===== src/blk_pkg.sv =====
/*
 * Shared constants and carriers for the logic array block.
 * Assumes one 100 MHz clock and an APB master with 32-bit data.
 */
package blk_pkg;

	// ****************************************
	// Sizes
	// ****************************************
	localparam int NUM_LE  = 4;	// Elements served
	localparam int NUM_SRC = 4;	// Lines per source kind
	localparam int NUM_CH  = 2;	// Clock and enable pairs
	localparam logic [3:0] MAX_CTL = 4'h6;

	// ****************************************
	// Source kinds, modes, async actions
	// ****************************************
	localparam logic [1:0] SRC_NONE   = 2'h0;
	localparam logic [1:0] SRC_LOCAL  = 2'h1;
	localparam logic [1:0] SRC_GLOBAL = 2'h2;
	localparam logic [1:0] SRC_PIN    = 2'h3;
	localparam logic [2:0] MODE_NORMAL = 3'h1;
	localparam logic [2:0] MODE_ARITH  = 3'h2;
	localparam logic [2:0] MODE_COUNT  = 3'h4;
	localparam logic [1:0] ACT_CLEAR  = 2'h0;
	localparam logic [1:0] ACT_PRESET = 2'h1;
	localparam logic [1:0] ACT_LOAD   = 2'h2;
	localparam logic [1:0] LINE_FIRST  = 2'h1;
	localparam logic [1:0] LINE_SECOND = 2'h2;

	// ****************************************
	// Register map and field positions
	// ****************************************
	localparam logic [7:0] OFF_CHAN  = 8'h00;
	localparam logic [7:0] OFF_CTRL  = 8'h04;
	localparam logic [7:0] OFF_LE    = 8'h08;
	localparam logic [7:0] OFF_LUT01 = 8'h0C;
	localparam logic [7:0] OFF_LUT23 = 8'h10;
	localparam logic [7:0] OFF_STAT  = 8'h14;
	localparam int CH1_LSB  = 16;
	localparam int ERR_BIT  = 4;
	localparam int CNT_LSB  = 8;
	localparam logic [31:0] CFG_RST = 32'h0000_0000;

	// ****************************************
	// Carriers
	// ****************************************
	typedef struct packed {
		logic [1:0] kind;
		logic [1:0] idx;
	} src_t;

	typedef struct packed {
		src_t ena;
		logic fall;
		src_t clk;
	} chan_t;

	typedef struct packed {
		src_t sload;
		src_t sclr;
		src_t aclr2;
		src_t aclr1;
	} ctl_cfg_t;

	typedef struct packed {
		logic [1:0] act;
		logic [1:0] line;
		logic       ch;
		logic [2:0] mode;
	} le_cfg_t;

	typedef struct packed {
		logic        psel;
		logic        penable;
		logic        pwrite;
		logic [7:0]  paddr;
		logic [31:0] pwdata;
	} apb_req_t;

	typedef struct packed {
		logic        pready;
		logic        pslverr;
		logic [31:0] prdata;
	} apb_rsp_t;

endpackage


===== src/pin_sync.sv =====
/*
 * Three-stage synchroniser for lines from outside the clock domain.
 * Assumes reset already synchronised to clk_i.
 */
`timescale 1ns/1ps
module pin_sync
	import blk_pkg::*;
#(
	parameter int WIDTH = 4
)(
	// Clock and reset
	input  wire logic             clk_i,
	input  wire logic             rst_n_i,
	// Lines
	input  wire logic [WIDTH-1:0] async_i,
	output logic      [WIDTH-1:0] level_o
);

	typedef struct packed {
		logic [WIDTH-1:0] s1;
		logic [WIDTH-1:0] s2;
		logic [WIDTH-1:0] s3;
		logic [WIDTH-1:0] val;
	} sync_st_t;

	sync_st_t st;
	sync_st_t next_st;

	// A change counts only once stages two and three agree
	always_comb
	begin
		next_st    = st;
		next_st.s1 = async_i;
		next_st.s2 = st.s1;
		next_st.s3 = st.s2;
		for (int i = 0; i < WIDTH; i++)
		begin
			if (st.s2[i] == st.s3[i])
				next_st.val[i] = st.s3[i];
		end
	end

	always_ff @(posedge clk_i or negedge rst_n_i)
	begin
		if (!rst_n_i)
			st <= '0;
		else
			st <= next_st;
	end

	assign level_o = st.val;

endmodule


===== src/logic_element.sv =====
/*
 * One logic element: look-up, carry and cascade, and its register.
 * Assumes fire_i is already the paired clock tick and enable.
 */
`timescale 1ns/1ps
module logic_element
	import blk_pkg::*;
(
	// Clock and reset
	input  wire logic       clk_i,
	input  wire logic       rst_n_i,
	// Configuration
	input  wire le_cfg_t    cfg_i,
	input  wire logic [15:0] lut_i,
	// Seven inputs less feedback
	input  wire logic [3:0] data_i,
	input  wire logic       carry_in_i,
	input  wire logic       cascade_in_i,
	// Block-wide controls
	input  wire logic       fire_i,
	input  wire logic       sclr_i,
	input  wire logic       sload_i,
	input  wire logic       async_i,
	// Results
	output logic            out_o,
	output logic            q_o,
	output logic            carry_out_o,
	output logic            cascade_out_o
);

	typedef struct packed {
		logic q;
	} le_st_t;

	le_st_t st;
	le_st_t next_st;
	logic   comb;
	logic   async_val;

	// Mode steers the seven inputs
	always_comb
	begin
		comb          = lut_i[data_i] & cascade_in_i;
		carry_out_o   = 1'b0;
		cascade_out_o = comb;
		case (cfg_i.mode)
			MODE_ARITH:
			begin
				comb        = data_i[0] ^ data_i[1] ^ carry_in_i;
				carry_out_o = (data_i[0] & data_i[1]) |
					(carry_in_i & (data_i[0] ^ data_i[1]));
			end
			MODE_COUNT:
			begin
				comb        = st.q ^ carry_in_i;
				carry_out_o = st.q & carry_in_i;
			end
			default: ;
		endcase
	end

	// Async line acts as clear, preset or load
	always_comb
	begin
		case (cfg_i.act)
			ACT_PRESET: async_val = 1'b1;
			ACT_LOAD:   async_val = data_i[3];
			default:    async_val = 1'b0;
		endcase
	end

	// Same control path in every mode
	always_comb
	begin
		next_st = st;
		if (async_i)
			next_st.q = async_val;
		else if (fire_i)
		begin
			if (sclr_i)
				next_st.q = 1'b0;
			else if (sload_i)
				next_st.q = data_i[3];
			else
				next_st.q = comb;
		end
	end

	always_ff @(posedge clk_i or negedge rst_n_i)
	begin
		if (!rst_n_i)
			st <= '0;
		else
			st <= next_st;
	end

	// Async override shows at once, not a cycle later
	assign out_o = async_i ? async_val : st.q;
	assign q_o   = st.q;

endmodule


===== src/logic_array_block.sv =====
/*
 * Control-signal generation for one logic array block, with its
 * elements and an APB register file.
 * Assumes an APB master on clk_i; pins and global lines are async.
 */
`timescale 1ns/1ps
module logic_array_block
	import blk_pkg::*;
(
	// Clock and reset
	input  wire logic                     clk_i,
	input  wire logic                     rstn_i,
	// APB slave
	input  wire apb_req_t                 apb_i,
	output apb_rsp_t                      apb_o,
	// Control sources
	input  wire logic [NUM_SRC-1:0]       local_ctl_i,
	input  wire logic [NUM_SRC-1:0]       global_i,
	input  wire logic [NUM_SRC-1:0]       clk_pin_i,
	// Element data
	input  wire logic [NUM_LE-1:0][3:0]   le_data_i,
	input  wire logic                     carry_in_i,
	input  wire logic                     cascade_in_i,
	// Element results
	output logic      [NUM_LE-1:0]        le_out_o,
	output logic                          carry_out_o,
	output logic                          cascade_out_o,
	// Block-wide controls
	output logic                          block_clock_first_o,
	output logic                          block_clock_second_o,
	output logic                          block_clock_enable_first_o,
	output logic                          block_async_clear_first_o,
	output logic                          block_async_clear_second_o,
	output logic                          block_sync_clear_o
);

	// ****************************************
	// State
	// ****************************************
	typedef struct packed {
		chan_t [NUM_CH-1:0]       chan;
		ctl_cfg_t                 ctl;
		le_cfg_t [NUM_LE-1:0]     le;
		logic [NUM_LE-1:0][15:0]  lut;
		logic                     err;
		logic [NUM_CH-1:0]        prev;
		logic [31:0]              rdata;
		logic                     slverr;
	} blk_st_t;

	blk_st_t st;
	blk_st_t next_st;

	logic [1:0]          rst_pipe;
	logic                rst_n;
	logic [NUM_SRC-1:0]  glb;
	logic [NUM_SRC-1:0]  pin;
	logic [NUM_CH-1:0]   clk_lvl;
	logic [NUM_CH-1:0]   tick;
	logic [NUM_CH-1:0]   ena;
	logic [NUM_CH-1:0]   fire;
	logic [1:0]          aclr;
	logic                sclr;
	logic                sload;
	logic [NUM_LE-1:0]   le_fire;
	logic [NUM_LE-1:0]   le_async;
	logic [NUM_LE-1:0]   le_q;
	logic [NUM_LE:0]     carry;
	logic [NUM_LE:0]     cascade;
	logic                setup;
	logic                access;
	logic                wr_take;
	logic                hit;
	logic [31:0]         rd_val;
	chan_t [NUM_CH-1:0]  cand_chan;
	ctl_cfg_t            cand_ctl;
	logic [3:0]          used_cnt;
	logic [3:0]          cand_cnt;
	logic                cfg_ok;

	// ****************************************
	// Reset release
	// ****************************************
	// Two flops so release never lands mid-cycle in the block
	always_ff @(posedge clk_i or negedge rstn_i)
	begin
		if (!rstn_i)
			rst_pipe <= 2'h0;
		else
			rst_pipe <= {rst_pipe[0], 1'b1};
	end

	assign rst_n = rst_pipe[1];

	// ****************************************
	// Source synchronisers
	// ****************************************
	// Global lines and the four dedicated pins
	pin_sync #(.WIDTH(NUM_SRC)) u_glb_sync (
		.clk_i   (clk_i),
		.rst_n_i (rst_n),
		.async_i (global_i),
		.level_o (glb)
	);

	pin_sync #(.WIDTH(NUM_SRC)) u_pin_sync (
		.clk_i   (clk_i),
		.rst_n_i (rst_n),
		.async_i (clk_pin_i),
		.level_o (pin)
	);

	// ****************************************
	// Helpers
	// ****************************************
	// Pick one line of local, global or pin sources
	function automatic logic src_lvl(input src_t s,
		input logic [NUM_SRC-1:0] loc,
		input logic [NUM_SRC-1:0] g,
		input logic [NUM_SRC-1:0] p);
		case (s.kind)
			SRC_LOCAL:  src_lvl = loc[s.idx];
			SRC_GLOBAL: src_lvl = g[s.idx];
			SRC_PIN:    src_lvl = p[s.idx];
			default:    src_lvl = 1'b0;
		endcase
	endfunction

	// Controls that a configuration puts in use
	function automatic logic [3:0] count_ctl(
		input chan_t [NUM_CH-1:0] c,
		input ctl_cfg_t k);
		logic [3:0] n;
		n = 4'h0;
		for (int i = 0; i < NUM_CH; i++)
		begin
			n = n + {3'h0, c[i].clk.kind != SRC_NONE};
			n = n + {3'h0, c[i].ena.kind != SRC_NONE};
		end
		n = n + {3'h0, k.aclr1.kind != SRC_NONE};
		n = n + {3'h0, k.aclr2.kind != SRC_NONE};
		n = n + {3'h0, k.sclr.kind != SRC_NONE};
		n = n + {3'h0, k.sload.kind != SRC_NONE};
		return n;
	endfunction

	// ****************************************
	// Block-wide control generation
	// ****************************************
	// Two independent channels, each edge chosen per channel
	always_comb
	begin
		for (int c = 0; c < NUM_CH; c++)
		begin
			clk_lvl[c] = src_lvl(st.chan[c].clk, local_ctl_i, glb, pin);
			// Both edges of one clock need both channels
			tick[c] = (st.chan[c].clk.kind != SRC_NONE) &&
				(st.chan[c].fall ? (st.prev[c] && !clk_lvl[c])
				                 : (!st.prev[c] && clk_lvl[c]));
			// An unused enable leaves the channel always enabled
			ena[c] = (st.chan[c].ena.kind == SRC_NONE) ||
				src_lvl(st.chan[c].ena, local_ctl_i, glb, pin);
			fire[c] = tick[c] && ena[c];
		end
	end

	// Async and sync controls
	always_comb
	begin
		aclr[0] = src_lvl(st.ctl.aclr1, local_ctl_i, glb, pin);
		aclr[1] = src_lvl(st.ctl.aclr2, local_ctl_i, glb, pin);
		sclr    = src_lvl(st.ctl.sclr, local_ctl_i, glb, pin);
		sload   = src_lvl(st.ctl.sload, local_ctl_i, glb, pin);
	end

	// Element picks a channel, never a clock apart from its enable
	always_comb
	begin
		for (int i = 0; i < NUM_LE; i++)
		begin
			le_fire[i] = fire[st.le[i].ch];
			case (st.le[i].line)
				LINE_FIRST:  le_async[i] = aclr[0];
				LINE_SECOND: le_async[i] = aclr[1];
				default:     le_async[i] = 1'b0;
			endcase
		end
	end

	assign block_clock_first_o        = tick[0];
	assign block_clock_second_o       = tick[1];
	assign block_clock_enable_first_o = ena[0];
	assign block_async_clear_first_o  = aclr[0];
	assign block_async_clear_second_o = aclr[1];
	assign block_sync_clear_o         = sclr;

	// ****************************************
	// Elements
	// ****************************************
	assign carry[0]   = carry_in_i;
	assign cascade[0] = cascade_in_i;

	generate
		for (genvar i = 0; i < NUM_LE; i++)
		begin : g_le
			logic_element u_le (
				.clk_i         (clk_i),
				.rst_n_i       (rst_n),
				.cfg_i         (st.le[i]),
				.lut_i         (st.lut[i]),
				.data_i        (le_data_i[i]),
				.carry_in_i    (carry[i]),
				.cascade_in_i  (cascade[i]),
				.fire_i        (le_fire[i]),
				.sclr_i        (sclr),
				.sload_i       (sload),
				.async_i       (le_async[i]),
				.out_o         (le_out_o[i]),
				.q_o           (le_q[i]),
				.carry_out_o   (carry[i+1]),
				.cascade_out_o (cascade[i+1])
			);
		end
	endgenerate

	assign carry_out_o   = carry[NUM_LE];
	assign cascade_out_o = cascade[NUM_LE];

	// ****************************************
	// APB slave
	// ****************************************
	assign setup   = apb_i.psel && !apb_i.penable;
	assign access  = apb_i.psel && apb_i.penable;
	assign wr_take = access && apb_i.pwrite;

	// Candidate configuration of a write, checked before it lands
	always_comb
	begin
		cand_chan = st.chan;
		cand_ctl  = st.ctl;
		if (wr_take && apb_i.paddr == OFF_CHAN)
		begin
			cand_chan[0] = chan_t'(apb_i.pwdata[8:0]);
			cand_chan[1] = chan_t'(apb_i.pwdata[CH1_LSB+8:CH1_LSB]);
		end
		else if (wr_take && apb_i.paddr == OFF_CTRL)
			cand_ctl = ctl_cfg_t'(apb_i.pwdata[15:0]);
		cand_cnt = count_ctl(cand_chan, cand_ctl);
		used_cnt = count_ctl(st.chan, st.ctl);
		// Over six, or sync controls on a pin, is refused
		cfg_ok = (cand_cnt <= MAX_CTL) &&
			(cand_ctl.sclr.kind != SRC_PIN) &&
			(cand_ctl.sload.kind != SRC_PIN);
	end

	// Read decode; unmapped addresses answer with an error
	always_comb
	begin
		hit    = 1'b1;
		rd_val = 32'h0000_0000;
		if (apb_i.paddr == OFF_CHAN)
		begin
			rd_val[8:0]               = st.chan[0];
			rd_val[CH1_LSB+8:CH1_LSB] = st.chan[1];
		end
		else if (apb_i.paddr == OFF_CTRL)
			rd_val[15:0] = st.ctl;
		else if (apb_i.paddr == OFF_LE)
			rd_val = st.le;
		else if (apb_i.paddr == OFF_LUT01)
			rd_val = {st.lut[1], st.lut[0]};
		else if (apb_i.paddr == OFF_LUT23)
			rd_val = {st.lut[3], st.lut[2]};
		else if (apb_i.paddr == OFF_STAT)
		begin
			rd_val[NUM_LE-1:0]       = le_q;
			rd_val[ERR_BIT]          = st.err;
			rd_val[CNT_LSB+3:CNT_LSB] = used_cnt;
		end
		else
			hit = 1'b0;
	end

	// Register update; a refused write sets the sticky error
	always_comb
	begin
		next_st      = st;
		next_st.prev = clk_lvl;
		if (setup)
		begin
			next_st.rdata  = rd_val;
			next_st.slverr = !hit;
		end
		if (wr_take)
		begin
			if (apb_i.paddr == OFF_CHAN || apb_i.paddr == OFF_CTRL)
			begin
				if (cfg_ok)
				begin
					next_st.chan = cand_chan;
					next_st.ctl  = cand_ctl;
				end
				else
					next_st.err = 1'b1;
			end
			else if (apb_i.paddr == OFF_LE)
				next_st.le = apb_i.pwdata;
			else if (apb_i.paddr == OFF_LUT01)
				next_st.lut[1:0] = apb_i.pwdata;
			else if (apb_i.paddr == OFF_LUT23)
				next_st.lut[3:2] = apb_i.pwdata;
			else if (apb_i.paddr == OFF_STAT && apb_i.pwdata[ERR_BIT])
				next_st.err = 1'b0;
		end
	end

	always_ff @(posedge clk_i or negedge rst_n)
	begin
		if (!rst_n)
			st <= blk_st_t'(CFG_RST);
		else
			st <= next_st;
	end

	// One wait-free access phase; read data held in a flop
	assign apb_o.pready  = access;
	assign apb_o.pslverr = access && st.slverr;
	assign apb_o.prdata  = st.rdata;
endmodule


===== config.mk =====
export PLATFORM = sky130hd
export DESIGN_NAME = logic_array_block
export DESIGN_NICKNAME = d
export VERILOG_FILES = /design/src/blk_pkg.sv /design/src/pin_sync.sv /design/src/logic_element.sv /design/src/logic_array_block.sv
export SDC_FILE = /design/constraint.sdc
export NUM_CORES = 1
export LEC_CHECK = 0
export ABC_AREA = 1
export CAP_MARGIN = 30
export CORE_MARGIN = 3
export CORE_UTILIZATION = 58
export CTS_BUF_LIST = sky130_fd_sc_hd__clkbuf_4 sky130_fd_sc_hd__clkbuf_8
export DETAILED_ROUTE_END_ITERATION = 8
export DONT_BUFFER_PORTS = 1
export GPL_TIMING_DRIVEN = 1
export PLACE_DENSITY = 0.74
export SLEW_MARGIN = 5
export SYNTH_ARGS = -nofsm -noshare
export SYNTH_HDL_FRONTEND = slang
export SYNTH_SLANG_ARGS = --single-unit

===== constraint.sdc =====
create_clock -name clk_i -period 11.14 [get_ports clk_i]
set_input_delay 1.114 -clock clk_i [delete_from_list [all_inputs] [get_ports clk_i]]
set_output_delay 1.114 -clock clk_i [all_outputs]
set_load 0.01 [all_outputs]

== Yosys cells after proc, flatten, opt, wreduce, memory -nomap -nowiden ==
Cells that the tools add are included.
Storage, ports and cells
  flip-flop bits (word level): 204
  bits of input ports: 75
  output and inout port bits: 46
Cells by class
  add/sub/neg operators: 14
  $lt $le $gt $ge: 17
  equality and inequality tests: 67
  muxes and demuxes: 139
  bitwise operators: 36
  reduce and logical (&&, ||, !) cells: 57
Operators by type and width (number)
  $mux 1: 70
  $mux 16: 4
  $mux 32: 2
  $bmux 1 s2: 24
  $eq 2x2->1 const B: 24
  $reduce_bool 2->1: 21
  $add 4x1->4: 8
  $eq 2x1->1 const B: 16
  $pmux 1 s2: 16
  $lt 2x3->1 const B: 8
  $pmux 1 s3: 8
  $lt 4x5->1 const B: 4
  $mux 20: 1
  $mux 18: 1
  $mux 9: 2
  $logic_and 1x1->1: 17
  $and 1x1->1: 16
  $bmux 1 s4: 4
  $eq 8x4->1 const B: 2
  $eq 8x5->1 const B: 2
  $mux 7: 2
  $eq 3x2->1 const B: 4
  $eq 3x3->1 const B: 4
  $xor 1x1->1: 12
  22 further kinds: 58

== Longest topological paths before layout ==
Gate-level depths: netlist (run 1).
  depth in word-level cells: 17
  gate-level depth with buffers: 26

== Hierarchy ==
A second synthesis (run 1) with hierarchy kept.
Second synthesis, totals
  cells, all modules: 1651
  area total of the unflattened synthesis: 12094.1 µm²
By module, submodules not included
  logic_array_block: instances 1, cells each 1239, area each 9316.4 µm²
  logic_element: instances 4, cells each 85, area each 446.7 µm²
  pin_sync: instances 2, cells each 36, area each 495.5 µm²

== Worst setup path after synthesis (run 1) ==
Ideal clock, no wire load.
  kind: input -> register
  start point: in apb_i[33] (netlist name)
  end point: reg st[159] (netlist name)
  arrival: 5.378 ns
  path slack: 5.635 ns
  cell stages on the path: 26
  path through: nor2_4 > nand2_4 > nor2_1 > inv_2 > nor2_2 > inv_2 > nor2_4 > buf_2 > nand2_1 > o21ai_0 > nand2_1 > fa_1 > inv_1 > fa_1 > fa_1 > inv_1 > ha_1 > inv_1 > fa_1 > inv_1 > a32oi_1 > o21a_2 > nand3_4 > buf_6 > nand2_2 > o21ai_2
Between the ends
  longest elaborated chain between the ends: 15
  elaborated cells on any way between the ends: 29
RTL lines
  from (decl): line logic_array_block.sv:14  | input wire apb_req_t apb_i,
  $logic_not 8->1: line logic_array_block.sv:241, logic_array_block.sv:296
  $logic_and 1x1->1: line logic_array_block.sv:241  | if (wr_take && apb_i.paddr == OFF_CHAN)
  $mux 18: line logic_array_block.sv:241
  $reduce_bool 2->1, on equally long branches: line logic_array_block.sv:137, logic_array_block.sv:138
  $add 1x1->2: line logic_array_block.sv:138  | n = n + {3'h0, c[i].ena.kind != SRC_NONE};
  $add 2x1->3: line logic_array_block.sv:137  | n = n + {3'h0, c[i].clk.kind != SRC_NONE};
  $add 3x1->4: line logic_array_block.sv:138
  $add 4x1->4: line logic_array_block.sv:140  | n = n + {3'h0, k.aclr1.kind != SRC_NONE};
  $add 4x1->4: line logic_array_block.sv:141  | n = n + {3'h0, k.aclr2.kind != SRC_NONE};
  $add 4x1->4: line logic_array_block.sv:142  | n = n + {3'h0, k.sclr.kind != SRC_NONE};
  $add 4x1->4: line logic_array_block.sv:143  | n = n + {3'h0, k.sload.kind != SRC_NONE};
  $le 4x3->1: line logic_array_block.sv:251  | cfg_ok = (cand_cnt <= MAX_CTL) &&
  $logic_and 1x1->1: line logic_array_block.sv:251
  $logic_and 1x1->1: line logic_array_block.sv:252  | (cand_ctl.sclr.kind != SRC_PIN) &&
  $reduce_and 3->1 (no source line)
  to (signal assigned): line logic_array_block.sv:320  | st <= blk_st_t'(CFG_RST);
  to (signal assigned): line logic_array_block.sv:322  | st <= next_st;
  to (decl): line logic_array_block.sv:51  | blk_st_t st;
Parallel ways exist; a longest one is shown, timed or not.
A chain may end at the register's enable or synchronous reset.

== Final worst setup path (run 1) ==
  start point: in apb_i[33] (netlist name)
  end point: reg st[154] (netlist name)
Between the ends
  longest elaborated chain between the ends: 15
  elaborated cells on any way between the ends: 29
RTL lines (line)
  $logic_not 8->1: logic_array_block.sv:241, logic_array_block.sv:296
  $logic_and 1x1->1: logic_array_block.sv:241
  $mux 18: logic_array_block.sv:241
  $reduce_bool 2->1, on equally long branches: logic_array_block.sv:137, logic_array_block.sv:138
  $add 1x1->2: logic_array_block.sv:138
  $add 2x1->3: logic_array_block.sv:137
  $add 3x1->4: logic_array_block.sv:138
  $add 4x1->4: logic_array_block.sv:140
  $add 4x1->4: logic_array_block.sv:141
  $add 4x1->4: logic_array_block.sv:142
  $add 4x1->4: logic_array_block.sv:143
  $le 4x3->1: logic_array_block.sv:251
  $logic_and 1x1->1: logic_array_block.sv:251
  $logic_and 1x1->1: logic_array_block.sv:252
  $reduce_and 4->1 (no source line) (*)
Mark *: on every way between the ends. The rest lies on a longest branch, timed or not.

==> qor.yml, run 1 <==
detailed_routing:
  wl_met1_mm: 14.7
  wl_met2_mm: 16.0
  drt-initial-drc-count: 1035
  routedWlPerCell_um: 20.5
  first_pass_iters: 7
  via_per_inst: 5.88
  highest_layer: "met4"
  route.vias.total: 10300
  ant_nets: 0
  drc: 0
  met3WireLength_mm: 3.54
  wl_mm: 36.1
cells_and_area:
  final_common_cell: "nand2_1"
  fin_util: 0.633
  num_antenna_cells: 0
  nets: 1580
  layout_common_cells: "nand2_1, o21ai_0, dfrtp_1"
  final_layout_size_suffix_gt1_frac: 0.0937
  area_delta_synth_final_pct: 5.98
power:
  peakVddDrop_v: 0.0000879
  p_comb_frac: 0.058
  cellLeakagePower_nw: 5.78
  total_power_mw: 1.63
  pwr-share-clk: 0.462
  switching_share: 0.249
  switching_power_mw: 0.406
  intPower_mw: 1.23
  seqPwrFrac: 0.480
  power_density_nw_per_um2: 131
die:
  dieArea_um2: 22000
  coreArea_um2: 19700
  initial_utilization: 0.597
  rows: 51
  die_w_um: 148
  io_pins: 121
  die_h_um: 148
clock_tree:
  clk_pin_slew_ns: 0.06
  hold_buffers: 0
  cts_made_buffers: 37
  cts_root_buffer: "clkbuf_8"
  cts_tree: "done"
  post_cts_resized: 0
  clock_path_buffers: 3
  clock_sinks: 204
  clock_latency_ns: 0.54
  cts_setup_buffers: 0
  h-tree-depth: 2
critical_path:
  cp-start-kind: "primary input"
  critPathTopFamily: "adder cells"
  critPathCaptureType: "register"
  crit_fanout: 20
  slowest_stage: "fa_1"
  worstSetupPathType: "primary input to register"
  path_cells: "nor2_4 > nand2_4 > nor2_1 > inv_2 > nor2_2 > inv_2 > nor2_4 > nand2_1 > o21ai_0 > nand2_1 > fa_1 > inv_1 > fa_1 > fa_1 > inv_1 > ha_1 > inv_1 > fa_1 > inv_1 > a32oi_1 > o21a_2 > nand3_2 > nand2_1 > o21ai_2"
  arrival_ns: 6.56
  crit_buf_inv: 6
  slowest_delay_ns: 0.57
  crit_required_ns: 11.55
sta:
  max_slew_margin: 0.336
  min_period_ns: 6.15
  hold_viol: 0
  rsz0062_at_grt: "false"
  slew_viol_final: 0
  final.setup.tns_ns: 0
  max_slew.worst_pin.slew_ns: 0.995
  max_freq_ghz: 0.163
  fin_crit_sh: 0.552
  finClkSkew_ns: 0.0247
  finalSetupViolations: 0
global_route:
  grt_pass1_vias: 9612
  antenna_found_initial: 0
  grt_pass1_wl_mm: 54.9
  grt_max_degree: 65
  track_usage: 0.325
  grt.overflow.total: 0
synth:
  syn_nets: 1624
  synth_area_um2: 11800
  syn_avg_cell_area_um2: 7.77
  ys.flop_type: "dfrtp_1"
  async_flop_share: 1.00
  synth_enable_flop_cells: 0
  yosysWarnings: 0
  synth_cells: 1515
  synthDistinctLibCells: 50
  ys_ff_latch: 204
  yosysSeqAreaShare: 0.434
job:
  max_cap_viol_count: 0
placement:
  gp_congestion: 0.963
  hpwl_mm: 26.4
  io_buffer_count: 0
outcome:
  status: "finished clean"
hold_path:
  min_path_type: "primary input to async pin"
area by class of cell:
cell class	instances	area (um^2)
clock buffer	58	736
clock inverter	4	47.5
fill	1749	7240
inverter	206	773
multi-input combinational	1012	5340
sequential	204	5110
tap	265	332
timing repair buffer	10	135
logic make-up (layout without fill, tap and decap cells):
family	Yosys count	after routing	synth area share
other	1	1	0.000319
DFF	204	204	0.434
AOI/OAI and AO/OA	389	389	0.193
and+or+nand+nor	576	576	0.210
xor gates and xnor gates	4	4	0.00298
adders and majority gates	42	42	0.0480
buffers and inverters	299	278	0.113
layer usage:
layer / global-route usage / vias up
li1: - / 4846
met1: 0.453 / 4838
met2: 0.492 / 563
met3: 0.0631 / 92
met4: 0.155 / 0
met5: 0 / -
synthesized netlist by cell type, types with 2 or more instances:
cell type | instances | area (um^2)
fa_1 | 8 | 160
o221ai_1 | 7 | 61.3
o21ai_0 | 220 | 1100
inv_1 | 200 | 751
o21ai_2 | 35 | 307
nor2_2 | 2 | 12.5
and2_1 | 2 | 12.5
nand3_4 | 2 | 35.0
xnor2_1 | 2 | 17.5
maj3_1 | 8 | 80.1
dfrtp_1 | 204 | 5100
nand3_1 | 77 | 385
inv_2 | 5 | 18.8
a211oi_1 | 3 | 22.5
o22ai_1 | 6 | 37.5
ha_1 | 26 | 325
nand2_2 | 6 | 37.5
nand3b_1 | 2 | 15.0
o211ai_1 | 25 | 188
buf_6 | 7 | 78.8
nand2_1 | 381 | 1430
nand4_1 | 20 | 125
nand3_2 | 3 | 30.0
xor2_1 | 2 | 17.5
nor2_1 | 66 | 248
buf_4 | 37 | 278
o21ai_1 | 2 | 10.0
o2111ai_1 | 4 | 35.0
a221oi_1 | 8 | 70.1
nand2_4 | 3 | 33.8
clkbuf_1 | 37 | 139
nor2_4 | 3 | 33.8
buf_2 | 11 | 55.1
nor3_1 | 6 | 30.0
a21oi_1 | 70 | 350
state kept, by name, indices dropped and copies added (netlist names):
register and flops:
u_glb_sync.next_st 8, u_pin_sync.next_st 8, u_pin_sync.level_o 4, u_pin_sync.st 4, apb_o 32, rst_pipe 2, g_le.u_le.q_o 4, st 134
u_glb_sync.st 4, u_glb_sync.level_o 4
worst reg2reg max path, delay by kind of cell, from the launching register on:
family                   cells  cell delay, ns
AND/OR/NAND/NOR              3            0.78
buffers and inverters        4            0.21
adder cells (fa/ha/maj)      5            2.15
AO/OA/AOI/OAI                4            0.89
flip-flops                   1            0.48
metrics by stage:
| stage | std cells | instance area (um^2) | setup slack, ns | hold slack [ns] |
|---|---|---|---|---|
| finish | 1759 | 12500 | 4.99 | 0.281 |
| global route | 1759 | 12500 | 4.57 | 0.262 |
| floorplan | 1515 | 11800 | 5.03 | 0.331 |
| global placement | 1694 | 11600 | 4.61 | 0.331 |
| detailed placement | 1697 | 11700 | 4.48 | 0.336 |
| CTS | 1759 | 12500 | 5.02 | 0.260 |
power groups by stage:
| stage | sequential, mW | combinational [mW] | clock (mW) |
|---|---|---|---|
| finish | 0.783 | 0.0947 | 0.753 |
| global route | 0.785 | 0.105 | 0.794 |
| CTS | 0.783 | 0.0941 | 0.760 |
| detailed placement | 0.796 | 0.0935 | 0 |
| global placement | 0.795 | 0.0911 | 0 |
| floorplan | 0.790 | 0.0674 | 0 |
path summary, 6_finish.rpt:
path	startpoint	slack, ns	end	depth (start not counted)
max reg2reg	st[164]	6.51	st[154]	16
min reg2reg	u_pin_sync.next_st[8]	0.35	u_pin_sync.next_st[4]	0
min in group clk_i	u_pin_sync.next_st[8]	0.35	u_pin_sync.next_st[4]	0
max in group asynchronous	rst_pipe[1]	8.72	st[55]	3
max	apb_i[33]	4.99	st[154]	24
min	rstn_i	0.28	rst_pipe[1]	0
No activity file was read; power rests on OpenSTA's default activity.
==> run 2: changes to the inputs <==
ABC_AREA = 0   (was 1)
PLACE_DENSITY = 0.76   (was 0.74)
clock period = 4.9 ns   (was 11.14 ns; I/O delays follow)
==> run 2 against run 1 <==
  * Final area grew 0.47%
  * Sequential share of layout area decreased by 0.19 points
  * First-iteration DRC count is 14% lower
  * Clock skew decreased by 0.0046 ns
  * Non-clock buffer count increased by 31
  * Wire length is 10% lower
==> qor.yml, run 2 <==
cells_and_area:
  nets: 1121  # was 1580
  num_antenna_cells: 0  # unchanged
  nFillCells: 1450  # was 1749
  final_common_cell: "dfrtp_1"  # was nand2_1
  fin_util: 0.657  # was 0.633
  area_delta_synth_final_pct: 8.99  # was 5.98%
  largest_reg_flops: 134  # unchanged
  layout_common_cells: "dfrtp_1, mux2_2, nand2_1"  # was nand2_1, o21ai_0, dfrtp_1
  final_layout_size_suffix_gt1_frac: 0.272  # was 0.0937
  regMostFlops: "st"  # unchanged
  final_area_um2: 12500  # about the same
  instances_no_fill: 1294  # was 1759
placement:
  io_buffer_count: 0  # unchanged
  placedCellCount: 1223  # was 1697
  gp_congestion: 0.951  # was 0.963
  hpwl_mm: 23.7  # was 26.4 mm
  dpl_cell_area_um2: 11700  # about the same
critical_path:
  arrival_ns: 5.08  # was 6.56 ns
  slowest_stage: "fa_1"  # unchanged
  slowest_delay_ns: 0.48  # was 0.57 ns
  critPathCaptureType: "register"  # unchanged
  worstSetupPathType: "primary input to register"  # unchanged
  crit_required_ns: 5.31  # was 11.55 ns
  crit_fanout: 18  # was 20
  cp-start-kind: "primary input"  # unchanged
  path_cells: "nor4_4 > nand4_2 > buf_4 > buf_4 > nor2_1 > mux2_2 > nor2_1 > fa_1 > fa_1 > inv_1 > ha_1 > inv_1 > fa_1 > xnor2_1 > a32oi_1 > inv_1 > a2111oi_4 > buf_4 > nand3_4 > buf_12 > mux2_4"  # was nor2_4 > nand2_4 > nor2_1 > inv_2 > nor2_2 > inv_2 > nor2_4 > nand2_1 > o21ai_0 > nand2_1 > fa_1 > inv_1 > fa_1 > fa_1 > inv_1 > ha_1 > inv_1 > fa_1 > inv_1 > a32oi_1 > o21a_2 > nand3_2 > nand2_1 > o21ai_2
synth:
  synth_most_common_cell: "dfrtp_1"  # was nand2_1
  yosysSeqAreaShare: 0.444  # was 0.434
  synth_top_area_frac: 0.444  # was 0.434
  async_flop_share: 1.00  # unchanged
  syn_nets: 1122  # was 1624
  netlist_top_cells_count: "dfrtp_1, mux2_2, nand2_1, o21ai_0, nor2_1"  # was nand2_1, o21ai_0, dfrtp_1, inv_1, nand3_1
  synthTopCellsByArea: "dfrtp_1, mux2_2, mux4_2"  # was dfrtp_1, nand2_1, o21ai_0
  synth_area_um2: 11500  # was 11800 um^2
  ys_ff_latch: 204  # unchanged
  synth_enable_flop_cells: 0  # unchanged
  synth_cells: 1013  # was 1515
  yosysWarnings: 0  # unchanged
  yosysTopAreaCell: "dfrtp_1"  # unchanged
  synthDistinctLibCells: 71  # was 50
  ys.flop_type: "dfrtp_1"  # unchanged
  syn_avg_cell_area_um2: 11.4  # was 7.77 um^2
power:
  cellLeakagePower_nw: 5.64  # was 5.78 nW
  seqPwrFrac: 0.493  # was 0.480
  p_comb_frac: 0.053  # was 0.058
  intPower_mw: 2.75  # was 1.23 mW
  switching_share: 0.239  # was 0.249
  power_density_nw_per_um2: 288  # was 131 nW/um^2
  pwr-share-clk: 0.454  # was 0.462
  peakVddDrop_v: 0.000202  # was 0.0000879 V
  switching_power_mw: 0.861  # was 0.406 mW
die:
  die_h_um: 147  # was 148 um
  initial_utilization: 0.603  # was 0.597
  die_w_um: 147  # was 148 um
  coreArea_um2: 19100  # was 19700 um^2
  io_pins: 121  # unchanged
  dieArea_um2: 21600  # was 22000 um^2
  rows: 50  # was 51
global_route:
  grt_max_degree: 123  # was 65
  antenna_found_initial: 1  # was 0
  grt.overflow.total: 0  # unchanged
  grt_pass1_wl_mm: 50.9  # was 54.9 mm
  track_usage: 0.307  # was 0.325
  grt_pass1_vias: 8435  # was 9612
clock_tree:
  clock_latency_ns: 0.54  # about the same
  clk_pin_slew_ns: 0.06  # about the same
  cts_root_buffer: "clkbuf_8"  # unchanged
  clock_sinks: 204  # unchanged
  cts_tree: "done"  # unchanged
  clock_path_buffers: 3  # unchanged
  h-tree-depth: 2  # unchanged
  cts_made_buffers: 37  # unchanged
hold_path:
  min_path_type: "primary input to register"  # was primary input to async pin
sta:
  finClkSkew_ns: 0.0201  # was 0.0247 ns
  max_freq_ghz: 0.214
  hold_ws_ns: 0.0720  # was 0.281 ns
  fin_crit_sh: 0.953
  min_period_ns: 4.67
  final.setup.tns_ns: 0  # unchanged
  max_slew_margin: 0.288  # was 0.336
  max_slew.worst_pin.slew_ns: 1.04  # was 0.995 ns
  finalSetupViolations: 0  # unchanged
  hold_viol: 0  # unchanged
  slew_viol_final: 0  # unchanged
detailed_routing:
  first_pass_iters: 5  # was 7
  drt-initial-drc-count: 886  # was 1035
  routedWlPerCell_um: 25.1  # was 20.5 um
  wl_mm: 32.4  # was 36.1 mm
  route.vias.total: 8398  # was 10300
  drc: 0  # unchanged
  ant_nets: 0  # unchanged
  via_per_inst: 6.49  # was 5.88
job:
  max_cap_viol_count: 0  # unchanged
outcome:
  status: "finished clean"  # unchanged
-- run 2: cell types whose count changed after synthesis, sizes merged, moves of 20 or more --
| cell | previous run | this run |
|---|---|---|
| a22oi | 0 | 26 |
| nand2 | 390 | 90 |
| a21oi | 70 | 35 |
| nand3 | 82 | 10 |
| o21ai | 257 | 84 |
| mux2 | 0 | 126 |
| nand4 | 21 | 1 |
| inv | 205 | 42 |
| mux4 | 0 | 38 |
| nor2 | 72 | 45 |
| mux2i | 0 | 36 |
-- run 2: metrics by stage --
step | setup WS, ns | power, mW
2_1_floorplan | -0.336 | 1.95
3_3_place_gp | -0.187 | 1.99
3_5_place_dp | -0.261 | 1.99
4_1_cts | 0.275 | 3.64
5_1_grt | -0.0132 | 3.75
6_report | 0.231 | 3.61
-- run 2: final cells by class --
type                            count  area (um^2)  share of cell area
Tap cell                          260          325              0.0260
Clock buffer                       57          722              0.0576
Inverter                           42          158              0.0126
Sequential cell                   204         5110               0.408
Multi-Input combinational cell    686         5840               0.466
Timing Repair Buffer               41          353              0.0281
Clock inverter                      4         25.0             0.00200
-- run 2: power groups by stage --
stage               Combinational, mW  Sequential (mW)  Clock, mW
finish                          0.191             1.78       1.64
global route                    0.214             1.78       1.75
CTS                             0.193             1.78       1.67
detailed placement              0.186             1.81          0
global placement                0.181             1.81          0
floorplan                       0.149             1.80          0
-- run 2: critical path: cells and delay by family --
family                     cells  cell delay [ns]
muxes                          2             0.68
and+or+nand+nor                5             0.94
adders and majority gates      4             1.46
buffers and inverters          7             0.93
xor gates and xnor gates       1             0.13
AOI/OAI and AO/OA              2             0.46
-- run 2: what timing repair did --
| action | CTS | global route |
|---|---|---|
| setup buffers | 0 | 1 |
| setup endpoints to repair | 0 | 30 |
| hold buffers | 9 | 0 |
| gates resized for setup | 0 | 3 |
| endpoints found under the hold margin | 10 | 0 |
-- run 2: worst paths after layout --
| check | start | end | slack, ns | depth (start not counted) |
|---|---|---|---|---|
| worst max-delay path | apb_i[33] | st[155] | 0.23 | 21 |
| worst min-delay path | apb_i[23] | st[123] | 0.07 | 2 |
| worst max register to register | st[156] | st[155] | 0.30 | 18 |
| worst min register to register | rst_pipe[1] | apb_o[26] | 0.26 | 0 |
| max in group asynchronous | rst_pipe[1] | apb_o[0] | 3.64 | 1 |
| min in group asynchronous | rstn_i | rst_pipe[1] | 0.19 | 1 |
-- run 2: cell families (layout without fill, tap and decap cells) --
kind of cell | count (synthesis) | in the layout | synth area share
adders and majority gates | 42 | 42 | 0.0492
DFF | 204 | 204 | 0.444
other | 1 | 1 | 0.000326
muxes | 200 | 200 | 0.232
AOI/OAI and AO/OA | 222 | 222 | 0.123
xor gates and xnor gates | 6 | 6 | 0.00457
buffers and inverters | 123 | 144 | 0.0549
and+or+nand+nor | 215 | 215 | 0.0921
-- run 2: metal layers --
metal,share of wire,vias up,global-route usage
met2,0.45,491,0.453
met5,0.00040,-,0
met3,0.13,65,0.124
li1,-,3680,-
met1,0.40,4160,0.424
met4,0.023,2,0.0847
